[config.mk]
export PLATFORM = sky130hd
export DESIGN_NAME = icc_capture
export DESIGN_NICKNAME = d
export VERILOG_FILES = /design/src/icc_pkg.sv /design/src/icc_capture.sv
export SDC_FILE = /design/constraint.sdc
export NUM_CORES = 1
export LEC_CHECK = 0
export ABC_AREA = 1
export BUFFER_PORTS_ARGS = -buffer_cell sky130_fd_sc_hd__buf_2
export CORE_MARGIN = 1
export CORE_UTILIZATION = 45
export DETAILED_ROUTE_END_ITERATION = 8
export GPL_ROUTABILITY_DRIVEN = 0
export GPL_TIMING_DRIVEN = 0
export PLACE_DENSITY_LB_ADDON = 0.25
export SLEW_MARGIN = 20
export SYNTH_ARGS = -nofsm -noshare
export SYNTH_HDL_FRONTEND = slang
export SYNTH_SLANG_ARGS = --single-unit
[constraint.sdc]
create_clock -name pclk -period 3.35 [get_ports pclk]
set_input_delay 0.67 -clock pclk [delete_from_list [all_inputs] [get_ports pclk]]
set_output_delay 0.67 -clock pclk [all_outputs]
set_load 0.03 [all_outputs]
[src/icc_pkg.sv]
// Purpose: Shared constants and types for the input capture channel.
// Assumes: APB word addressing, byte address is four times the index.
// Notes:   Timer period and hold values follow the time base map.

package icc_pkg;

	// ==========================================================
	// Widths
	// ==========================================================
	localparam int unsigned DATA_W  = 16;
	localparam int unsigned DEPTH   = 4;
	localparam int unsigned ADDR_W  = 12;
	localparam logic [2:0]  FULL_CNT = 3'h4;

	// ==========================================================
	// Register indices (byte address is index times four)
	// ==========================================================
	localparam logic [9:0] IDX_TA_COUNT  = 10'h106;
	localparam logic [9:0] IDX_TB_HOLD   = 10'h108;
	localparam logic [9:0] IDX_TB_COUNT  = 10'h10a;
	localparam logic [9:0] IDX_TA_PERIOD = 10'h10c;
	localparam logic [9:0] IDX_TB_PERIOD = 10'h10e;
	localparam logic [9:0] IDX_TA_CON    = 10'h110;
	localparam logic [9:0] IDX_TB_CON    = 10'h112;
	localparam logic [9:0] IDX_CAP_CTL   = 10'h140;
	localparam logic [9:0] IDX_CAP_BUF   = 10'h141;
	localparam logic [9:0] IDX_IFLAG     = 10'h142;
	localparam logic [9:0] IDX_IENABLE   = 10'h143;

	// ==========================================================
	// Field positions and masks
	// ==========================================================
	localparam int unsigned CTL_SIDL  = 13;
	localparam int unsigned CTL_TBSEL = 7;
	localparam int unsigned CTL_ICNT  = 5;
	localparam int unsigned CTL_OV    = 4;
	localparam int unsigned CTL_BNE   = 3;
	localparam int unsigned CTL_MODE  = 0;
	localparam int unsigned TMR_ON    = 15;
	localparam int unsigned TMR_SIDL  = 13;
	localparam logic [15:0] TA_CON_MASK = 16'ha07a;
	localparam logic [15:0] TB_CON_MASK = 16'ha072;

	// ==========================================================
	// Reset values
	// ==========================================================
	localparam logic [15:0] PERIOD_RST = 16'hffff;
	localparam logic [15:0] CON_RST    = 16'h0000;

	// ==========================================================
	// Capture mode codes and prescaler terminal counts
	// ==========================================================
	localparam logic [2:0] MODE_OFF    = 3'h0;
	localparam logic [2:0] MODE_EVERY  = 3'h1;
	localparam logic [2:0] MODE_FALL   = 3'h2;
	localparam logic [2:0] MODE_RISE   = 3'h3;
	localparam logic [2:0] MODE_RISE4  = 3'h4;
	localparam logic [2:0] MODE_RISE16 = 3'h5;
	localparam logic [2:0] MODE_WAKE   = 3'h7;
	localparam logic [3:0] PRE4_LAST   = 4'h3;
	localparam logic [3:0] PRE16_LAST  = 4'hf;

	// Capture channel control fields.
	typedef struct packed {
		logic [2:0] mode;
		logic [1:0] icnt;
		logic       tbsel;
		logic       sidl;
	} icc_ctl_t;

	// Time base registers.
	typedef struct packed {
		logic [15:0] count;
		logic [15:0] period;
		logic [15:0] con;
	} icc_tb_t;

	// APB answer.
	typedef struct packed {
		logic [31:0] prdata;
		logic        pready;
		logic        pslverr;
	} icc_resp_t;

	// Whole module state.
	typedef struct packed {
		logic                          sync1;
		logic                          sync2;
		logic                          pin_prev;
		logic [DEPTH-1:0][DATA_W-1:0]  fifo;
		logic [2:0]                    cnt;
		logic                          ov;
		logic [3:0]                    presc;
		logic [1:0]                    evcnt;
		icc_ctl_t                      ctl;
		logic                          iflag;
		logic                          ienable;
		icc_tb_t                       ta;
		icc_tb_t                       tb;
		logic [15:0]                   tb_hold;
		icc_resp_t                     resp;
		logic                          irq;
		logic                          wake;
	} icc_state_t;

endpackage

[src/icc_capture.sv]
// Purpose: Input capture channel with two time bases and an APB slave.
// Assumes: cap_pin is asynchronous; sleep and idle come from pclk logic.
// Notes:   Zero-wait APB; pready rises in the first access cycle.

`timescale 1ns/1ns

// Summary of operation
// - Three-bit mode picks falling, rising, 4th, 16th rising or every edge.
// - Turning the channel off clears the capture prescaler.
// - Any reset clears the capture prescaler.
// - Captures sit in a four-entry, 16-bit FIFO.
// - Not-empty goes high on first capture, low when all are read.
// - A read returns the oldest entry and shifts the rest forward.
// - Fifth event into a full FIFO is discarded and, outside every-edge mode, sets overflow.
// - After overflow nothing is captured until all entries are read.
// - Control bit 7 picks which time base is captured.
// - After reset the second time base is selected.
// - Every-edge mode flags each edge and ignores the event count.
// - Every-edge mode never raises overflow.
// - Mode 111 with enable wakes from sleep or idle, timer or not.
// - In sleep the channel is only an interrupt source, no prescale.
// - In idle full function needs selected timer on and stop bit 0.
// - Mode 111 in idle makes the pin a plain interrupt pin.
// - Interrupt follows a count of events set by control bits 6:5.
// - Own flag bit and enable bit gate the interrupt request.
module icc_capture
(
	// Clock and reset.
	input  wire logic                         pclk,
	input  wire logic                         presetn,
	// APB slave.
	input  wire logic                         psel,
	input  wire logic                         penable,
	input  wire logic                         pwrite,
	input  wire logic [icc_pkg::ADDR_W-1:0]   paddr,
	input  wire logic [31:0]                  pwdata,
	output logic      [31:0]                  prdata,
	output logic                              pready,
	output logic                              pslverr,
	// Capture pin and power state.
	input  wire logic                         cap_pin,
	input  wire logic                         cpu_sleep,
	input  wire logic                         cpu_idle,
	// Requests to the core.
	output logic                              capture_irq,
	output logic                              wake_request
);

	// ==========================================================
	// State
	// ==========================================================
	icc_pkg::icc_state_t s_q;
	icc_pkg::icc_state_t s_d;

	logic        rise;
	logic        fall;
	logic        edge_ev;
	logic        tmr_on;
	logic        low_pow;
	logic        wake_only;
	logic        halted;
	logic        cap_ev;
	logic        hit;
	logic        setup;
	logic        access;
	logic [9:0]  idx;
	logic [15:0] stamp;
	logic [31:0] rdata;
	logic [15:0] ctl_rd;

	// ==========================================================
	// Address decode and read mux
	// ==========================================================
	// Only the word index selects a register; low bits must be zero.
	assign idx    = paddr[icc_pkg::ADDR_W-1:2];
	assign setup  = psel & ~penable;
	assign access = psel & penable & s_q.resp.pready;

	// Control register read image with live FIFO status.
	always_comb
	begin
		ctl_rd = 16'h0000;
		ctl_rd[icc_pkg::CTL_SIDL] = s_q.ctl.sidl;
		ctl_rd[icc_pkg::CTL_TBSEL] = s_q.ctl.tbsel;
		ctl_rd[icc_pkg::CTL_ICNT +: 2] = s_q.ctl.icnt;
		ctl_rd[icc_pkg::CTL_OV] = s_q.ov;
		ctl_rd[icc_pkg::CTL_BNE] = (s_q.cnt != 3'h0);
		ctl_rd[icc_pkg::CTL_MODE +: 3] = s_q.ctl.mode;
	end

	// Unaligned or unknown addresses answer with an error.
	always_comb
	begin
		hit   = (paddr[1:0] == 2'h0);
		rdata = 32'h0000_0000;
		if (idx == icc_pkg::IDX_TA_COUNT)
			rdata[15:0] = s_q.ta.count;
		else if (idx == icc_pkg::IDX_TB_HOLD)
			rdata[15:0] = s_q.tb_hold;
		else if (idx == icc_pkg::IDX_TB_COUNT)
			rdata[15:0] = s_q.tb.count;
		else if (idx == icc_pkg::IDX_TA_PERIOD)
			rdata[15:0] = s_q.ta.period;
		else if (idx == icc_pkg::IDX_TB_PERIOD)
			rdata[15:0] = s_q.tb.period;
		else if (idx == icc_pkg::IDX_TA_CON)
			rdata[15:0] = s_q.ta.con;
		else if (idx == icc_pkg::IDX_TB_CON)
			rdata[15:0] = s_q.tb.con;
		else if (idx == icc_pkg::IDX_CAP_CTL)
			rdata[15:0] = ctl_rd;
		else if (idx == icc_pkg::IDX_CAP_BUF)
			rdata[15:0] = s_q.fifo[0];
		else if (idx == icc_pkg::IDX_IFLAG)
			rdata[0] = s_q.iflag;
		else if (idx == icc_pkg::IDX_IENABLE)
			rdata[0] = s_q.ienable;
		else
			hit = 1'b0;
	end

	// ==========================================================
	// Edge and event qualification
	// ==========================================================
	// The edge flop rests low after reset, like the idle pin, so no false
	// rise is seen when reset is released.
	assign rise = s_q.sync2 & ~s_q.pin_prev;
	assign fall = ~s_q.sync2 & s_q.pin_prev;

	// Time base select: one picks time base a, zero time base b.
	assign tmr_on = s_q.ctl.tbsel ? s_q.ta.con[icc_pkg::TMR_ON]
	                              : s_q.tb.con[icc_pkg::TMR_ON];
	assign stamp  = s_q.ctl.tbsel ? s_q.ta.count : s_q.tb.count;

	// In sleep only mode 111 is live; in sleep or idle it is a bare interrupt pin.
	// Wake-up works with the timer stopped, so no stamp is stored then.
	assign low_pow   = cpu_sleep | cpu_idle;
	assign wake_only = low_pow & (s_q.ctl.mode == icc_pkg::MODE_WAKE);
	assign halted    = cpu_sleep
	                 | (cpu_idle & (~tmr_on | s_q.ctl.sidl));

	// Mode decides which edges count; prescaled modes fire on the last.
	always_comb
	begin
		case (s_q.ctl.mode)
			icc_pkg::MODE_EVERY:  edge_ev = rise | fall;
			icc_pkg::MODE_FALL:   edge_ev = fall;
			icc_pkg::MODE_RISE:   edge_ev = rise;
			icc_pkg::MODE_WAKE:   edge_ev = rise;
			icc_pkg::MODE_RISE4:
				edge_ev = rise & (s_q.presc == icc_pkg::PRE4_LAST);
			icc_pkg::MODE_RISE16:
				edge_ev = rise & (s_q.presc == icc_pkg::PRE16_LAST);
			default:              edge_ev = 1'b0;
		endcase
	end

	assign cap_ev = edge_ev & ~halted & ~wake_only;

	// ==========================================================
	// Next state
	// ==========================================================
	always_comb
	begin
		s_d = s_q;

		// Two-flop synchroniser, then a third flop for edge detect.
		s_d.sync1    = cap_pin;
		s_d.sync2    = s_q.sync1;
		s_d.pin_prev = s_q.sync2;

		// Switched-on time bases run unless asleep or stopped in idle.
		// Each counter wraps to zero on a match with its period.
		if (s_q.ta.con[icc_pkg::TMR_ON] & ~cpu_sleep
		    & ~(cpu_idle & s_q.ta.con[icc_pkg::TMR_SIDL]))
		begin
			if (s_q.ta.count == s_q.ta.period)
				s_d.ta.count = 16'h0000;
			else
				s_d.ta.count = s_q.ta.count + 16'h0001;
		end
		if (s_q.tb.con[icc_pkg::TMR_ON] & ~cpu_sleep
		    & ~(cpu_idle & s_q.tb.con[icc_pkg::TMR_SIDL]))
		begin
			if (s_q.tb.count == s_q.tb.period)
				s_d.tb.count = 16'h0000;
			else
				s_d.tb.count = s_q.tb.count + 16'h0001;
		end

		// APB: answer is prepared in setup, acted on at access.
		s_d.resp.pready  = 1'b0;
		s_d.resp.pslverr = 1'b0;
		if (setup)
		begin
			s_d.resp.pready  = 1'b1;
			s_d.resp.pslverr = ~hit;
			// A refused read returns zero rather than a register image.
			if (hit)
				s_d.resp.prdata = rdata;
			else
				s_d.resp.prdata = 32'h0000_0000;
		end
		if (access & hit & pwrite)
		begin
			if (idx == icc_pkg::IDX_TA_COUNT)
				s_d.ta.count = pwdata[15:0];
			else if (idx == icc_pkg::IDX_TB_HOLD)
				s_d.tb_hold = pwdata[15:0];
			else if (idx == icc_pkg::IDX_TB_COUNT)
				s_d.tb.count = pwdata[15:0];
			else if (idx == icc_pkg::IDX_TA_PERIOD)
				s_d.ta.period = pwdata[15:0];
			else if (idx == icc_pkg::IDX_TB_PERIOD)
				s_d.tb.period = pwdata[15:0];
			else if (idx == icc_pkg::IDX_TA_CON)
				s_d.ta.con = pwdata[15:0] & icc_pkg::TA_CON_MASK;
			else if (idx == icc_pkg::IDX_TB_CON)
				s_d.tb.con = pwdata[15:0] & icc_pkg::TB_CON_MASK;
			else if (idx == icc_pkg::IDX_CAP_CTL)
			begin
				s_d.ctl.sidl  = pwdata[icc_pkg::CTL_SIDL];
				s_d.ctl.tbsel = pwdata[icc_pkg::CTL_TBSEL];
				s_d.ctl.icnt  = pwdata[icc_pkg::CTL_ICNT +: 2];
				s_d.ctl.mode  = pwdata[icc_pkg::CTL_MODE +: 3];
			end
			// A software clear loses to a capture in the same cycle, as the
			// capture logic below writes the flag after this point.
			else if (idx == icc_pkg::IDX_IFLAG)
				s_d.iflag = pwdata[0];
			else if (idx == icc_pkg::IDX_IENABLE)
				s_d.ienable = pwdata[0];
		end

		// A buffer read pops the oldest word; an empty read pops nothing.
		// A refused (unaligned) read must not lose a stored stamp either.
		if (access & hit & ~pwrite & (idx == icc_pkg::IDX_CAP_BUF)
		    & (s_q.cnt != 3'h0))
		begin
			for (int i = 0; i < icc_pkg::DEPTH - 1; i++)
				s_d.fifo[i] = s_q.fifo[i+1];
			s_d.fifo[icc_pkg::DEPTH-1] = 16'h0000;
			s_d.cnt = s_q.cnt - 3'h1;
			if (s_q.cnt == 3'h1)
				s_d.ov = 1'b0;
		end

		// Prescaler counts qualifying rising edges while awake, or in idle with the selected timer on and stop bit 0.
		if (rise & ~halted & ~wake_only
		    & ((s_q.ctl.mode == icc_pkg::MODE_RISE4)
		    | (s_q.ctl.mode == icc_pkg::MODE_RISE16)))
		begin
			if (edge_ev)
				s_d.presc = 4'h0;
			else
				s_d.presc = s_q.presc + 4'h1;
		end

		// Store the time stamp; a blocked or full FIFO drops the event.
		// The push uses the post-pop count, so a read and a capture in one
		// cycle keep the order and never report a false overflow.
		if (cap_ev)
		begin
			if (s_q.ov)
			begin
				s_d.ov = 1'b1;
			end
			else if (s_d.cnt == icc_pkg::FULL_CNT)
			begin
				if (s_q.ctl.mode != icc_pkg::MODE_EVERY)
					s_d.ov = 1'b1;
			end
			else
			begin
				s_d.fifo[s_d.cnt[1:0]] = stamp;
				s_d.cnt = s_d.cnt + 3'h1;
				if (s_q.ctl.mode != icc_pkg::MODE_EVERY)
				begin
					if (s_q.evcnt == s_q.ctl.icnt)
					begin
						s_d.evcnt = 2'h0;
						s_d.iflag = 1'b1;
					end
					else
						s_d.evcnt = s_q.evcnt + 2'h1;
				end
			end
			if (s_q.ctl.mode == icc_pkg::MODE_EVERY)
				s_d.iflag = 1'b1;
		end

		// Mode 111 while asleep or idle flags each rising edge directly.
		if (wake_only & rise)
			s_d.iflag = 1'b1;

		// Switching the channel off restarts event counting.
		// The FIFO keeps its words so software can still drain old stamps.
		if (s_d.ctl.mode == icc_pkg::MODE_OFF)
		begin
			s_d.presc = 4'h0;
			s_d.evcnt = 2'h0;
		end

		// Flag gated by its enable; any flagged event wakes the core.
		s_d.irq  = s_d.iflag & s_d.ienable;
		s_d.wake = s_d.iflag & s_d.ienable & low_pow;
	end

	// ==========================================================
	// State register
	// ==========================================================
	// Reset clears every field, then loads the non-zero reset values.
	// The select is spelled out because zero means time base b.
	always_ff @(posedge pclk or negedge presetn)
	begin
		if (!presetn)
		begin
			s_q           <= '0;
			s_q.ctl.tbsel <= 1'b0;
			s_q.ta.period <= icc_pkg::PERIOD_RST;
			s_q.tb.period <= icc_pkg::PERIOD_RST;
			s_q.ta.con    <= icc_pkg::CON_RST;
			s_q.tb.con    <= icc_pkg::CON_RST;
		end
		else
			s_q <= s_d;
	end

	// ==========================================================
	// Outputs, all straight from flip-flops
	// ==========================================================
	assign prdata       = s_q.resp.prdata;
	assign pready       = s_q.resp.pready;
	assign pslverr      = s_q.resp.pslverr;
	assign capture_irq  = s_q.irq;
	assign wake_request = s_q.wake;

endmodule

-- Word level (Yosys, flattened, before mapping)
Index checks and enable logic that the tools add are counted.
Widths: inputs -> output; s select.
- latch bits: 0
- bits in registers: 199
- bits in read-only memories: 0
- bits of input ports: 52
- output and inout bits: 36
- memories kept: 0
- word-level logic and storage cells: 217
- RAM bits: 0
- multiplexer cells: 87
- bitwise operators: 51
- magnitude comparators: 2
- divide/modulo/power cells: 0
- reduce and logical (&&, ||, !) cells: 15
- $mul: 0
- shift operators: 0
- eq/ne operators: 27
- add/sub/neg operators: 6
- operators with widths (operator ; number):
    $mux 16 ; 26
    $mux 68 ; 2
    $mux 67 ; 2
    $mux 121 ; 1
    $eq 10x9->1 const B ; 11
    $mux 32 ; 3
    $mux 96 ; 1
    $mux 80 ; 1
    $bwmux 64 ; 1
    $mux 9 ; 7
    $add 16x1->16 const B ; 2
    $demux 16 s2 ; 1
    $eq 16x16->1 ; 2
    $mux 1 ; 29
    $and 1x1->1 ; 28
    $not 1->1 ; 18
    $mux 15 ; 1
    $mux 2 ; 7
    $eq 3x3->1 const B ; 4
    $reduce_and 9->1 ; 1
    $mux 4 ; 2
    $reduce_and 8->1 ; 1
    $mux 7 ; 1
    $reduce_and 7->1 ; 1
    other kinds (26) ; 35

-- Depth between registers and ports, before layout
- word-level depth: 25
- mapped depth: 23
- depth with buffers taken out: 23

-- Worst setup path before layout
OpenSTA, ideal clock, no wires.
- kind: in2reg
- start: in paddr[8] in the netlist's numbering
- end: reg s_q[226] in the netlist's numbering
- slack: 426 ps
- cell stages on the path: 20
- data arrival time: 2848 ps
- buffers on the path: 1
- required time: 3274 ps
- library setup time: 76 ps
- cell sequence: nor2_2 nand2_1 nor2_1 nand2_1 nand2_1 nor2_1 nand3_2 nand2_2 nor2_8 inv_2 nor2_8 xor2_2 ha_1 nand2_2 nand2_4 inv_4 nand2_4 buf_6 nand3_1 o21ai_1
- RTL lines (what ; RTL line ; RTL):
    from (decl) ; icc_capture.sv:35 ; input wire logic [icc_pkg::ADDR_W-1:0] paddr,
    to (decl) ; icc_capture.sv:52 ; icc_pkg::icc_state_t s_q;

==> results.md <==
- Status: completed
- Starting Density: 45.7%
- Antenna violations before repair: 0
- Setup crit end kind: register
- Worst min-delay path class: input port to asynchronous set/reset pin
- TritonCTS clock tree: built
- Synth Warn #: 0
- Worst Max-Slew Pin Slew: around 1.1 ns
- Sw frac: about 26%
- GR peak layer: met2
- # H-tree levels: 4
- Crit Path Class: input port to register
- TritonRoute pass-1 iters: 6
- Most frequent cell after synthesis: nand2_1
- Final setup viols: 0
- Max_cap viols: 0
- I/O Pins: 88
- Setup TNS Final: 0 ns
- Slew Viols, Final: 0
- Logic pwr share: 4.3%
- Post-route clock skew: about 0.010 ns
- Final wirelength: 34.4 mm
- Die Y: 159 µm
- DRC viols: 0
- Clock root cell: clkbuf_16
- Gr ovfl total: 0
- Share of layout cells above drive strength 1: about 16%
- Synth cell types: 51
- Leak: roughly 6.0 nW
- Maximum root-to-sink buffer count: 2
- Non-Filler Instances: ~1,800
- Synth top area share: 37.7%
- Peak Freq: roughly 0.32 GHz
- Dpl cells: 1,766
- Largest net degree at the start of global routing: 85
- Mapped Cells: 1,370
- DP HPWL: ~26 mm
- Mapped Area: ~0.011 mm²
- Final Worst Setup Slack: 0.210 ns
- Min Clock Period, post-route: around 3.1 ns
- Initial DRC count: 1,208
- Clock sinks: 199
- Number of flops mapped to enable cells by yosys: 0
- Hold_ws: 0.0864 ns
- Gr usage total: 28.0%
- Register share of total power: 51.3%
- Cell internal pwr: 3.49 mW
- Most used DFF post-synth: dfrtp_1
- Sequential fraction of the synthesis area: 45.3%
- Top cells by area, synth: dfrtp_1, nand2_1, dfstp_2
- First-pass GRT wire length: about 54 mm
- Core area: between 0.02 and 0.025 mm²
- CTS Buf Count: 17
- Port Buffers: 55
- CTS clk-pin slew, worst paths: 0.08 ns
- Seq cells post-synth: between 150 and 200
- Avg WL per Cell: 19.1 µm
- Post-Place Worst Slack: -0.496 ns
- Row cnt: 57
- Critical Path RT: 3.75 ns
- Vias in the first global route: 9,605
- Most instantiated cells after synthesis: nand2_1, dfrtp_1, inv_1
- Synthesized area per cell: 8.09 µm²
- Detail Route Antenna Nets: 0
- Met2 GRT Util: 43.2%
- CP startpoint kind: input port
- Power per Cell Area: about 370 mW/mm²
- Area grow syn2layout: 13.1%
- Biggest area consumer among synthesized cells: dfrtp_1
- Unrepaired setup endpoints after global routing: no
- Worst-skew pair later-pin latency: 0.46 ns
- DR vias: 10,030
- # hold bufs at CTS: 0
- Die W: 159 µm
- Fin. Hold Viols: 0
- Final period util: 93.7%
- DIE AREA: 0.0252 mm²
- Final net count: 1,526
- Worst VDD drop: 0.234 mV
- Via-to-Cell Ratio: between 5 and 6
- Max-slew headroom: 28.0%
- Clock power share: 44.5%
- Worst EP arrival: 3.54 ns
- Grt met1 use: 39.6%
- Ys async rst share: 100%
- M3 GR Usage: roughly 4.4%
- Sw power: 1.20 mW
- Antenna Cells: 0
- Critical-path maximum fanout: 10
==> power groups by stage <==
stage | clock network, mW | registers [mW] | logic [mW]
floorplan | 0 | 2.46 | 0.0804
CTS | 2.09 | 2.41 | 0.202
detailed placement | 0 | 2.45 | 0.201
global placement | 0 | 2.45 | 0.190
global route | 2.17 | 2.41 | 0.220
finish | 2.09 | 2.41 | 0.200
==> layout by cell type (no fill, tap or decap), types with 17 or more instances in the layout <==
cell type,netlist,layout
o22ai_1,24,24
mux2i_1,32,32
clkbuf_16,0,17
o21ai_1,46,46
dfrtp_1,167,167
o21ai_0,117,117
dfstp_2,32,32
nor3_1,18,17
nor2_1,113,110
nand3_1,70,70
xnor2_1,27,27
nand2_1,286,282
buf_4,39,40
inv_1,143,142
a31oi_1,17,17
buf_2,11,66
a21oi_1,62,62
clkbuf_1,23,22
==> sequential cells by signal, indices dropped and copies added, names as in the netlist <==
name,cells
pready,1
wake_request,1
s_q,169
prdata,16
capture_irq,1
ctl_rd,8
s_d,2
pslverr,1
==> timing repair <==
action                     CTS  global route
setup buffers                0             1
pin swaps                    0             1
gates resized for setup      4            14
setup endpoints to repair   17            65
==> worst max-delay path, stage by stage <==
cell,delay (ns)
buf_2,0.11
nor2_2,0.19
nand2_1,0.14
nor2_2,0.15
nand2_2,0.16
nand2_4,0.15
nor2_1,0.07
nand3_2,0.10
nand2_2,0.12
nor2_8,0.19
inv_2,0.08
nor2_8,0.14
xor2_4,0.22
ha_2,0.24
nand2_2,0.08
nand2_4,0.14
inv_4,0.10
nand2_4,0.12
buf_6,0.17
nand3_1,0.08
nand2_1,0.10
==> through the flow <==
stage / util, % / power (mW) / cell area, µm²
6_report: 51.7 / 4.69 / 12500
4_1_cts: 51.4 / 4.70 / 12500
3_5_place_dp: 49.0 / 2.65 / 11900
2_1_floorplan: - / 2.54 / 11100
3_3_place_gp: 48.7 / 2.64 / 11800
5_1_grt: 51.7 / 4.80 / 12500
==> worst paths after layout <==
path                            cells past startpoint   endpoint  slack [ns]     start
max in group asynchronous                           2    s_q[71]        2.52   presetn
worst min register to register                      0   s_d[231]        0.35  s_d[232]
worst min-delay path                                1  prdata[4]        0.09   presetn
min in group pclk                                   1   s_d[232]        0.31   cap_pin
worst max register to register                     15   s_q[220]        0.73  s_q[164]
worst max-delay path                               21   s_q[220]        0.21  paddr[8]
==> routing by layer <==
layer / vias to the layer above / wire length [µm]
li1: 4720 / -
met1: 4784 / 15200
met4: 0 / 1020
met3: 80 / 2680
met5: - / 0
met2: 446 / 15600
==> area by class of cell <==
cell class | count | area (µm²)
Sequential cell | 199 | 5020
Clock inverter | 11 | 106
Buffer | 80 | 485
Clock buffer | 21 | 470
Multi-Input combinational cell | 953 | 5110
Timing Repair Buffer | 58 | 348
Fill cell | 2384 | 11700
Inverter | 153 | 577
Tap cell | 324 | 405
==> cells by family after synthesis <==
family / count (synthesis) / synth area share (%)
adder cells (fa/ha/maj): 12 / 1.36
other: 1 / 0.0339
XOR/XNOR: 43 / 3.47
buffers and inverters: 233 / 9.57
flip-flops: 199 / 45.3
multiplexers: 32 / 2.89
AO/OA/AOI/OAI: 309 / 15.7
AND/OR/NAND/NOR: 541 / 21.7
Note: power is estimated with default switching activity, not from simulation.
